### src/ubg_pkg.sv
// Package for the serial port with baud-rate generator
package ubg_pkg;
    localparam logic [31:0] UBG_CTRL_OFS     = 32'h0000_0000;
    localparam logic [31:0] UBG_BAUD_OFS     = 32'h0000_0004;
    localparam logic [31:0] UBG_RELOAD_OFS   = 32'h0000_0008;
    localparam logic [31:0] UBG_FDCTRL_OFS   = 32'h0000_000c;
    localparam logic [31:0] UBG_STEP_OFS     = 32'h0000_0010;
    localparam logic [31:0] UBG_RESULT_OFS   = 32'h0000_0014;
    localparam logic [31:0] UBG_TXDATA_OFS   = 32'h0000_0018;
    localparam logic [31:0] UBG_RXDATA_OFS   = 32'h0000_001c;
    localparam logic [31:0] UBG_STATUS_OFS   = 32'h0000_0020;
    localparam logic [31:0] UBG_T1_OFS       = 32'h0000_0024;
    // Control register fields
    localparam int          UBG_MODE_LSB     = 0;
    localparam int          UBG_REN_BIT      = 2;
    localparam int          UBG_DIV32_BIT    = 3;
    localparam int          UBG_SRC_T1_BIT   = 4;
    localparam int          UBG_DOUBLE_SPEED_BIT_BIT     = 5;
    localparam int          UBG_T1RUN_BIT    = 6;
    // Baud control fields
    localparam int          UBG_RUN_BIT      = 0;
    localparam int          UBG_PRE_LSB      = 1;
    // Fractional divider control fields
    localparam int          UBG_FRAC_DIV_ENABLE_BIT     = 0;
    localparam int          UBG_FDM_BIT      = 1;
    localparam int          UBG_NORMAL_DIV_OVERFLOW_FLAG_BIT     = 2;
    // Status fields
    localparam int          UBG_TXDONE_BIT   = 0;
    localparam int          UBG_RXDONE_BIT   = 1;
    localparam int          UBG_TXBUSY_BIT   = 2;
    localparam int          UBG_RB8_BIT      = 3;
    localparam logic [7:0]  UBG_RESET_BYTE   = 8'h00;
    localparam logic [3:0]  UBG_TICKS_LAST   = 4'hf;
    localparam logic [3:0]  UBG_TICKS_MID    = 4'h7;
    // Mode 2 oversampling tick every 4 or 2 clocks, so one bit lasts 64 or 32 clocks
    localparam logic [5:0]  UBG_M2_DIV64_LAST = 6'h03;
    localparam logic [5:0]  UBG_M2_DIV32_LAST = 6'h01;
    localparam logic [3:0]  UBG_BITS8        = 4'h8;
    localparam logic [3:0]  UBG_BITS9        = 4'h9;
    typedef enum logic [3:0] {
        UBG_TX_IDLE  = 4'b0001,
        UBG_TX_START = 4'b0010,
        UBG_TX_DATA  = 4'b0100,
        UBG_TX_STOP  = 4'b1000
    } ubg_tx_state_t;
    typedef enum logic [3:0] {
        UBG_RX_IDLE  = 4'b0001,
        UBG_RX_START = 4'b0010,
        UBG_RX_DATA  = 4'b0100,
        UBG_RX_STOP  = 4'b1000
    } ubg_rx_state_t;
    typedef struct packed {
        logic        sel;
        logic        enable;
        logic        write;
        logic [31:0] addr;
        logic [31:0] wdata;
    } ubg_apb_req_t;
endpackage : ubg_pkg

### src/ubg_uart.sv
// Serial port with baud-rate generator, divider and timer 1 source, APB slave
// How it works
// (RL1) Second byte received while first unread
// (RL2) 8/9 data bits, LSB first, full duplex
// (RL3) Mode 0 shifts at clock over two
// (RL4) Mode 2 rate clock/32 or /64
// (RL5) Modes 1,3 use baud timer or timer1
// (RL6) Prescaler, fractional divider, 8-bit reload timer
// (RL7) Timer clocked by divider or prescaler
// (RL8) Run bit starts timer in fractional mode
// (RL9) Underflow reloads and emits one pulse
// (RL10) Normal divider mode stops baud timer
// (RL11) Prescale divides by two to field
// (RL12) Rate is clock/16/prescale/(reload+1)
// (RL13) Software keeps prescale times reload above one
// (RL14) Timer1 auto-reload gives documented rate
// (RL15) Normal mode: 8-bit up-counter from step
// (RL16) Result shows counter, step is reload
// (RL17) Overflow sets flag and requests interrupt
// (RL18) Interrupt request on tx and rx done
// (RL19) Timer1 low byte reloads from high byte
// (RL20) Timer1 counts every two clocks
// (RL21) Start bit, data, stop bit, 16 ticks
`timescale 1ns/100ps
module ubg_uart
    import ubg_pkg::*;
(
    input  wire logic        clock,
    input  wire logic        reset_n,
    input  wire logic        psel,
    input  wire logic        penable,
    input  wire logic        pwrite,
    input  wire logic [31:0] paddr,
    input  wire logic [31:0] pwdata,
    output logic      [31:0] prdata,
    output logic             pready,
    output logic             pslverr,
    input  wire logic        rxd,
    output logic             txd,
    output logic             tx_irq,
    output logic             rx_irq,
    output logic             div_irq
);
    ubg_apb_req_t req;
    assign req = '{sel: psel, enable: penable, write: pwrite, addr: paddr, wdata: pwdata};

    logic [6:0]  ctrl;
    logic [3:0]  baud_control_reg;
    logic [7:0]  baud_reload_reg;
    logic [1:0]  frac_div_control_reg;
    logic        normal_div_overflow_flag;
    logic [7:0]  frac_step_reg;
    logic [7:0]  frac_result_reg;
    logic [7:0]  timer1_high_reload_byte;
    logic [7:0]  t1_low;
    logic        t1_phase;
    logic [6:0]  pre_cnt;
    logic [7:0]  baud_cnt;
    logic [3:0]  tick16;
    logic [5:0]  m2_cnt;
    logic        m0_phase;
    logic        t1_ovf_half;
    logic        tx_done;
    logic        rx_done;
    logic        rb8;
    logic [7:0]  rx_buf;
    logic        rx_full;

    wire         setup_ok     = req.sel & ~req.enable;
    wire         access       = req.sel & req.enable;
    wire         hit_ctrl     = req.addr == UBG_CTRL_OFS;
    wire         hit_baud     = req.addr == UBG_BAUD_OFS;
    wire         hit_reload   = req.addr == UBG_RELOAD_OFS;
    wire         hit_fdctrl   = req.addr == UBG_FDCTRL_OFS;
    wire         hit_step     = req.addr == UBG_STEP_OFS;
    wire         hit_result   = req.addr == UBG_RESULT_OFS;
    wire         hit_txdata   = req.addr == UBG_TXDATA_OFS;
    wire         hit_rxdata   = req.addr == UBG_RXDATA_OFS;
    wire         hit_status   = req.addr == UBG_STATUS_OFS;
    wire         hit_t1       = req.addr == UBG_T1_OFS;
    wire         hit_any      = hit_ctrl | hit_baud | hit_reload | hit_fdctrl | hit_step | hit_result
                                | hit_txdata | hit_rxdata | hit_status | hit_t1;
    wire         wr           = access & pready & req.write;
    wire         rd           = access & pready & ~req.write;

    wire [1:0]   mode         = ctrl[UBG_MODE_LSB +: 2];
    wire         frac_div_enable      = frac_div_control_reg[UBG_FRAC_DIV_ENABLE_BIT];
    wire         frac_div_mode_select = frac_div_control_reg[UBG_FDM_BIT];
    wire         baud_run_bit         = baud_control_reg[UBG_RUN_BIT];
    wire [2:0]   baud_prescale_field  = baud_control_reg[UBG_PRE_LSB +: 3];

    // Prescaler: pulse every 2^field clocks
    wire [6:0]   pre_mask     = 7'((8'h01 << baud_prescale_field) - 8'h01);  // RL11
    wire         prescaler_output_clock = (pre_cnt & pre_mask) == pre_mask;  // RL6
    // Fractional divider accumulator carry, or normal-mode overflow
    wire [8:0]   frac_sum     = {1'b0, frac_result_reg} + {1'b0, frac_step_reg};
    wire [8:0]   norm_sum     = {1'b0, frac_result_reg} + 9'h001;
    wire         frac_mode_on = frac_div_enable & ~frac_div_mode_select;
    wire         norm_mode_on = frac_div_enable & frac_div_mode_select;
    wire         frac_divider_output_clock = prescaler_output_clock &
                                            (frac_mode_on ? frac_sum[8] : norm_sum[8]);
    wire         baud_in      = frac_div_enable ? frac_divider_output_clock : prescaler_output_clock;  // RL7
    wire         baud_active  = baud_run_bit & ~norm_mode_on;  // RL8 RL10
    wire         baud_uflow   = baud_active & baud_in & (baud_cnt == UBG_RESET_BYTE);  // RL9
    // Timer 1 in 8-bit auto-reload, machine cycle every two clocks
    wire         t1_tick      = ctrl[UBG_T1RUN_BIT] & t1_phase;  // RL20
    wire         t1_ovf       = t1_tick & (t1_low == 8'hff);
    wire         t1_rate      = t1_ovf & (ctrl[UBG_DOUBLE_SPEED_BIT_BIT] | t1_ovf_half);  // RL14
    wire         var_tick     = ctrl[UBG_SRC_T1_BIT] ? t1_rate : baud_uflow;  // RL5
    wire [5:0]   m2_last      = ctrl[UBG_DIV32_BIT] ? UBG_M2_DIV32_LAST : UBG_M2_DIV64_LAST;
    wire         m2_tick      = m2_cnt == m2_last;  // RL4
    // Sixteen-times oversampling tick for modes 1..3
    wire         os_tick      = (mode == 2'd2) ? m2_tick : var_tick;
    wire         bit_tick     = os_tick & (tick16 == UBG_TICKS_LAST);  // RL12 RL21
    wire         mode0_tick   = m0_phase;  // RL3

    always_ff @(posedge clock or negedge reset_n) begin
        if (!reset_n) begin
            pre_cnt  <= 7'h00;
            baud_cnt <= 8'h00;
            t1_phase <= 1'b0;
            t1_low   <= 8'h00;
            t1_ovf_half <= 1'b0;
            m2_cnt   <= 6'h00;
            m0_phase <= 1'b0;
            tick16   <= 4'h0;
        end else begin
            pre_cnt  <= pre_cnt + 7'h01;
            t1_phase <= ~t1_phase;
            m0_phase <= ~m0_phase;
            m2_cnt   <= m2_tick ? 6'h00 : m2_cnt + 6'h01;
            if (os_tick) begin
                tick16 <= tick16 + 4'h1;
            end
            if (baud_active & baud_in) begin
                baud_cnt <= (baud_cnt == UBG_RESET_BYTE) ? baud_reload_reg : baud_cnt - 8'h01;  // RL9
            end
            if (t1_tick) begin
                t1_low <= t1_ovf ? timer1_high_reload_byte : t1_low + 8'h01;  // RL19
            end
            if (t1_ovf) begin
                t1_ovf_half <= ~t1_ovf_half;
            end
        end
    end

    // Transmitter
    ubg_tx_state_t tx_state;
    logic [8:0]    tx_shift;
    logic [3:0]    tx_bits;
    wire           tx_load  = wr & hit_txdata & (tx_state == UBG_TX_IDLE);
    wire           tx_step  = (mode == 2'd0) ? mode0_tick : bit_tick;
    wire [3:0]     nbits    = (mode == 2'd2 || mode == 2'd3) ? UBG_BITS9 : UBG_BITS8;  // RL2

    always_ff @(posedge clock or negedge reset_n) begin
        if (!reset_n) begin
            tx_state <= UBG_TX_IDLE;
            tx_shift <= 9'h000;
            tx_bits  <= 4'h0;
            txd      <= 1'b1;
            tx_done  <= 1'b0;
        end else begin
            tx_done <= 1'b0;
            case (tx_state)
                UBG_TX_IDLE: begin
                    if (tx_load) begin
                        tx_shift <= req.wdata[8:0];
                        tx_bits  <= 4'h0;
                        tx_state <= (mode == 2'd0) ? UBG_TX_DATA : UBG_TX_START;
                    end
                end
                UBG_TX_START: begin
                    if (tx_step) begin
                        txd      <= 1'b0;  // RL21
                        tx_state <= UBG_TX_DATA;
                    end
                end
                UBG_TX_DATA: begin
                    if (tx_step) begin
                        txd      <= tx_shift[0];  // RL2
                        tx_shift <= {1'b0, tx_shift[8:1]};
                        tx_bits  <= tx_bits + 4'h1;
                        if (tx_bits == nbits - 4'h1) begin
                            tx_state <= UBG_TX_STOP;
                        end
                    end
                end
                UBG_TX_STOP: begin
                    if (tx_step) begin
                        txd      <= 1'b1;
                        tx_done  <= 1'b1;  // RL18
                        tx_state <= UBG_TX_IDLE;
                    end
                end
                default: tx_state <= UBG_TX_IDLE;
            endcase
        end
    end

    // Receiver with one buffered byte beside the shifter
    ubg_rx_state_t rx_state;
    logic [8:0]    rx_shift;
    logic [3:0]    rx_bits;
    logic [3:0]    rx_os;
    logic          rxd_q;
    wire           ren      = ctrl[UBG_REN_BIT];
    wire           rx_clr   = rd & hit_rxdata;
    wire           rx_samp  = os_tick & (rx_os == UBG_TICKS_MID);
    wire           rx_end   = os_tick & (rx_os == UBG_TICKS_LAST);

    always_ff @(posedge clock or negedge reset_n) begin
        if (!reset_n) begin
            rx_state <= UBG_RX_IDLE;
            rx_shift <= 9'h000;
            rx_bits  <= 4'h0;
            rx_os    <= 4'h0;
            rxd_q    <= 1'b1;
            rx_done  <= 1'b0;
            rx_buf   <= 8'h00;
            rb8      <= 1'b0;
            rx_full  <= 1'b0;
        end else begin
            rxd_q   <= rxd;
            rx_done <= 1'b0;
            if (rx_clr) begin
                rx_full <= 1'b0;
            end
            case (rx_state)
                UBG_RX_IDLE: begin
                    if (ren && mode != 2'd0 && rxd_q && !rxd) begin
                        rx_os    <= 4'h0;
                        rx_state <= UBG_RX_START;
                    end
                end
                UBG_RX_START: begin
                    if (os_tick) begin
                        rx_os <= rx_os + 4'h1;
                    end
                    if (rx_samp && rxd) begin
                        rx_state <= UBG_RX_IDLE;
                    end else if (rx_end) begin
                        rx_bits  <= 4'h0;
                        rx_state <= UBG_RX_DATA;
                    end
                end
                UBG_RX_DATA: begin
                    if (os_tick) begin
                        rx_os <= rx_os + 4'h1;
                    end
                    if (rx_samp) begin
                        rx_shift <= (nbits == UBG_BITS9) ? {rxd, rx_shift[8:1]} : {1'b0, rxd, rx_shift[7:1]};
                        rx_bits  <= rx_bits + 4'h1;
                    end
                    if (rx_end && rx_bits == nbits) begin
                        rx_state <= UBG_RX_STOP;
                    end
                end
                UBG_RX_STOP: begin
                    if (os_tick) begin
                        rx_os <= rx_os + 4'h1;
                    end
                    if (rx_samp) begin
                        // The newer byte overwrites an unread one
                        rx_buf   <= rx_shift[7:0];  // RL1
                        rb8      <= rx_shift[8];
                        rx_full  <= 1'b1;
                        rx_done  <= rxd;  // RL18
                        rx_state <= UBG_RX_IDLE;
                    end
                end
                default: rx_state <= UBG_RX_IDLE;
            endcase
        end
    end

    // Registers, divider counter and APB slave
    wire [31:0] rd_mux = hit_ctrl   ? {25'h0, ctrl} :
                         hit_baud   ? {28'h0, baud_control_reg} :
                         hit_reload ? {24'h0, baud_reload_reg} :
                         hit_fdctrl ? {29'h0, normal_div_overflow_flag, frac_div_control_reg} :
                         hit_step   ? {24'h0, frac_step_reg} :
                         hit_result ? {24'h0, frac_result_reg} :  // RL16
                         hit_rxdata ? {23'h0, rb8, rx_buf} :
                         hit_status ? {28'h0, rb8, tx_state != UBG_TX_IDLE, rx_full, 1'b0} :
                         hit_t1     ? {16'h0, t1_low, timer1_high_reload_byte} : 32'h0000_0000;
    wire        normal_div_overflow_flag_set = norm_mode_on & frac_divider_output_clock;  // RL17

    always_ff @(posedge clock or negedge reset_n) begin
        if (!reset_n) begin
            ctrl                     <= 7'h00;
            baud_control_reg         <= 4'h0;
            baud_reload_reg          <= UBG_RESET_BYTE;
            frac_div_control_reg     <= 2'b00;
            normal_div_overflow_flag <= 1'b0;
            frac_step_reg            <= UBG_RESET_BYTE;
            frac_result_reg          <= UBG_RESET_BYTE;
            timer1_high_reload_byte  <= UBG_RESET_BYTE;
            pready                   <= 1'b0;
            pslverr                  <= 1'b0;
            prdata                   <= 32'h0000_0000;
            tx_irq                   <= 1'b0;
            rx_irq                   <= 1'b0;
            div_irq                  <= 1'b0;
        end else begin
            pready  <= setup_ok;
            pslverr <= setup_ok & ~hit_any;
            prdata  <= setup_ok & ~req.write ? rd_mux : 32'h0000_0000;
            tx_irq  <= tx_done;  // RL18
            rx_irq  <= rx_done;
            div_irq <= normal_div_overflow_flag_set;  // RL17
            if (wr && hit_ctrl)   ctrl                 <= req.wdata[6:0];
            if (wr && hit_baud)   baud_control_reg     <= req.wdata[3:0];
            if (wr && hit_reload) baud_reload_reg      <= req.wdata[7:0];
            if (wr && hit_fdctrl) frac_div_control_reg <= req.wdata[1:0];
            if (wr && hit_step)   frac_step_reg        <= req.wdata[7:0];
            if (wr && hit_t1)     timer1_high_reload_byte <= req.wdata[7:0];
            if (normal_div_overflow_flag_set) begin
                normal_div_overflow_flag <= 1'b1;
            end else if (wr && hit_fdctrl && !req.wdata[UBG_NORMAL_DIV_OVERFLOW_FLAG_BIT]) begin
                normal_div_overflow_flag <= 1'b0;
            end
            if (wr && hit_result) begin
                frac_result_reg <= req.wdata[7:0];
            end else if (frac_div_enable && prescaler_output_clock) begin
                frac_result_reg <= frac_mode_on ? frac_sum[7:0] :
                                   (norm_sum[8] ? frac_step_reg : norm_sum[7:0]);  // RL15
            end
        end
    end
endmodule : ubg_uart

### config.mk
export PLATFORM = sky130hd
export DESIGN_NAME = ubg_uart
export DESIGN_NICKNAME = d
export VERILOG_FILES = /design/src/ubg_pkg.sv /design/src/ubg_uart.sv
export SDC_FILE = /design/constraint.sdc
export NUM_CORES = 1
export LEC_CHECK = 0
export BUFFER_PORTS_ARGS = -buffer_cell sky130_fd_sc_hd__buf_4
export CORE_MARGIN = 3
export CORE_UTILIZATION = 50
export CTS_CLUSTER_SIZE = 30
export DETAILED_ROUTE_END_ITERATION = 10
export PLACE_DENSITY = 0.77
export SETUP_SLACK_MARGIN = 0.1
export SLEW_MARGIN = 40
export SYNTH_ARGS = -nofsm -noshare
export SYNTH_HDL_FRONTEND = slang
export SYNTH_SLANG_ARGS = --single-unit
### constraint.sdc
create_clock -name clock -period 4.6 [get_ports clock]
set_input_delay 0.46 -clock clock [delete_from_list [all_inputs] [get_ports clock]]
set_output_delay 0.46 -clock clock [all_outputs]
set_load 0.05 [all_outputs]
==> metrics.md <==
| Metric | Value |
|---|---|
| Drt wl/cell | 17.8 µm |
| Clk pin slew, worst setup/hold paths | around 70 ps |
| Post-CTS Setup Repair Bufs | 0 |
| Cells on worst reg2reg path | 10 |
| Largest register FFs | 16 |
| Top area cells in the synthesized netlist | dfrtp_1 47%, mux2_2 6.6%, nand2_1 4.1% |
| Total grt overflow | 0 |
| Antenna cell count | 0 |
| Mean post-synth cell area | 10.1 µm² |
| Placed cell areas | 0.00871 mm² |
| Commonest non-fill, non-tap cell in the layout | dfrtp_1 |
| First-pass GRT wire length | around 32000 µm |
| Mux cell area share after synthesis | about a tenth |
| H-tree levels | 4 |
| RSZ-0062 raised after global routing | false |
| Fin Clk Skew | about 12 ps |
| Max rail drop VDD | 0.000263 V |
| Synth Flop Type | dfrtp_1 |
| IO Port Bufs | 68 |
| Clock latency on the worst-skew pair | approximately 430 ps |
| EDFF count, synth | 0 |
| Share of layout cells above drive strength 1 | 20.6% |
| Crit path DAT | 3630 ps |
| Core Box Area | approximately 0.015 mm² |
| Post-route ant nets | 0 |
| Dpl hpwl | 13800 µm |
| Tot Pwr | between 2 and 3 mW |
| Starting Density | 52.1% |
| Worst slew pin tran | 803 ps |
| Initial antenna violation count | 0 |
| Clock Sink Count | 155 |
| Worst R2R End | tx_state[3] |
| Syn Inst Count | 798 |
| NumNets Final | 954 |
| Pwr/cell area | just over 300 mW/mm² |
| Yosys Warn Count | 0 |
| Psw | 0.728 mW |
| Worst path cell trace | ha_1, fa_1, a211oi_2, o21bai_1, a31o_2, nand4_2, nand2_1, a22o_1, o311a_1, mux2_4 |
| Min cycle time layout | 3310 ps |
| Pre-antenna DRT Iters | 5 |
| Most frequent cells in the layout | 151 x dfrtp_1, 88 x nand2_1, 72 x buf_4, 57 x nor2_1 |
| Worst slew margin | 46.3% |
| Final Hold Viols | 0 |
| Adder-cell share of the synthesized area | 3.04% |
| Crit path launch type | register |
| Power Internal | 2.18 mW |
| Async SR Flop Fraction | 100% |
| Post-synthesis sequential area ratio | 48.2% |
| Data required, critical path | just under 5000 ps |
| GRT Total Usage | 22.3% |
| Worst Hold Class | input port to asynchronous set/reset pin |
| I/O Pins | 108 |
| Flop pwr share | 47.0% |
| Max-cap violations | 0 |
| Final WL | roughly 19000 µm |
| Flop and latch count out of synthesis | ~160 |
| Max Fclk | 302 MHz |
| Global placement routability congestion | 0.937 |
| Vias in the first global route | ~6000 |
| Die height | 133 µm |
| Critical path's slowest cell | dfrtp_1 |
| Num CTS Buffers | 17 |
| Final Max Slew Viols | 0 |
| Top flop regs | prdata x16, rx_shift x9, tx_shift x9 |
| Status | completed |
| Cts hold-fix bufs | 0 |
| Cell Rows | 45 |
| Setup Crit Path Kind | register to register |
| Main combinational cell family by area after synthesis | simple AND/OR/NAND/NOR gates |
| Setup Viol. Count Final | 0 |
| Largest Register | prdata |
| Clk buf depth | 2 |
| Cts repair resizes | 0 |
| Synth cell types | 73 |
| Die area | roughly 0.018 mm² |
| Reg2reg setup slack | 1290 ps |
| Synth Area in XOR/XNOR | under 10% |
| Leak | 4.39 nW |
| Design area | slightly above 0.009 mm² |
| DIE WIDTH | between 100 and 150 µm |
| Part of the cycle the worst path needs | slightly above 70% |
| CP max stage delay | 490 ps |
| DR iter-0 viols | between 400 and 500 |
| Clock network power share | 48.5% |
| Fin Setup TNS | 0 ps |
| Logic pwr share | 4.5% |
| Via count | 6422 |
| Largest net degree at the start of global routing | 75 |
| CTS tree | done |
| Sw frac | 25.1% |
| Post-synthesis compound-gate area fraction | 14.9% |
| Share of the synthesized area in the top cell type | 46.9% |
| WHS | 60.9 ps |
| Leading area contributor after synthesis | dfrtp_1 |
| Crit end category | register |
| Worst Path Max Fanout | 10 |
| Synth-to-Final Area Change | 15.6% |
| Simple-Gate Fraction of Synth Area | 17.8% |
| Worst reg2reg path startpoint | frac_result_reg[0] |
| Root Buffer | clkbuf_16 |
| Post-Syn Area | 0.00806 mm² |
| Vias/cell | 5.90 |
| Drt drc | 0 |
metal layers:
metal	vias up	routed length (µm)	global-route usage (%)
met3	37	1300	5.36
met5	-	0	0
li1	3007	-	-
met4	0	553	8.95
met2	237	9210	34.6
met1	3141	8340	30.4
final cells by class:
| type | instances | area, µm² |
|---|---|---|
| well taps | 211 | 264 |
| inverters | 22 | 82.6 |
| fillers | 1299 | 6160 |
| multi-input cells | 596 | 3940 |
| flip-flops and latches | 155 | 3880 |
| clock inverters | 15 | 173 |
| repair buffers | 73 | 552 |
| clock buffers | 17 | 425 |
worst max-delay path, delay by kind of cell (launching register included):
kind	cells	cell delay, ps
flip-flops	1	490
AO/OA/AOI/OAI	5	1400
multiplexers	1	310
adder cells (fa/ha/maj)	2	710
AND/OR/NAND/NOR	2	290
power groups by stage:
| stage | registers (mW) | clock network (mW) | logic (mW) |
|---|---|---|---|
| after global placement | 1.39 | 0 | 0.131 |
| after floorplan | 1.39 | 0 | 0.0573 |
| final | 1.36 | 1.41 | 0.130 |
| after CTS | 1.36 | 1.42 | 0.132 |
| after global routing | 1.36 | 1.48 | 0.141 |
| after detailed placement | 1.39 | 0 | 0.132 |
cells by family after synthesis:
family          count (synthesis)
flops                         155
xor+xnor                       26
fa+ha+maj                      19
buf+inv                        62
other cells                     1
simple gates                  276
compound gates                192
mux                            67
synth_stat cells (4+ instances only):
cell type / count
nand2_1: 88
xnor2_1: 16
a31oi_1: 8
a221oi_1: 4
dfstp_2: 4
inv_1: 22
nor3_1: 13
nor4_1: 9
clkbuf_1: 15
o211ai_1: 4
nand4_1: 8
and2_1: 4
a22o_1: 10
and3_1: 19
a21o_1: 10
o22ai_1: 8
o21ai_0: 56
nand3_1: 29
mux2i_1: 17
buf_4: 17
dfrtp_1: 151
ha_1: 18
nor4b_1: 6
o31ai_1: 6
xor2_1: 10
a211oi_1: 5
nand2b_1: 8
a21oi_1: 56
nor2_1: 58
nor2b_1: 6
mux2_2: 47
buf_2: 6
worst max path at each step:
stage,slack (ps),to,cells after the start,startpoint
2_1_floorplan,1710,tx_state[3],10,frac_step_reg[0]
3_5_place_dp,1330,tx_state[3],10,frac_result_reg[0]
4_1_cts,1320,tx_state[3],10,frac_result_reg[0]
3_3_place_gp,1360,tx_state[3],10,frac_result_reg[0]
6_report,1290,tx_state[3],10,frac_result_reg[0]
5_1_grt,1100,tx_state[3],10,frac_result_reg[0]
metrics by stage:
stage	std cells	worst slack [ps]	util, %
detailed placement	1057	1330	56.3
finish	1089	1290	60.2
CTS	1089	1320	60.1
floorplan	813	1710	-
global route	1089	1100	60.2
global placement	1057	1360	56.3
No activity file was read; power rests on OpenSTA's default activity.
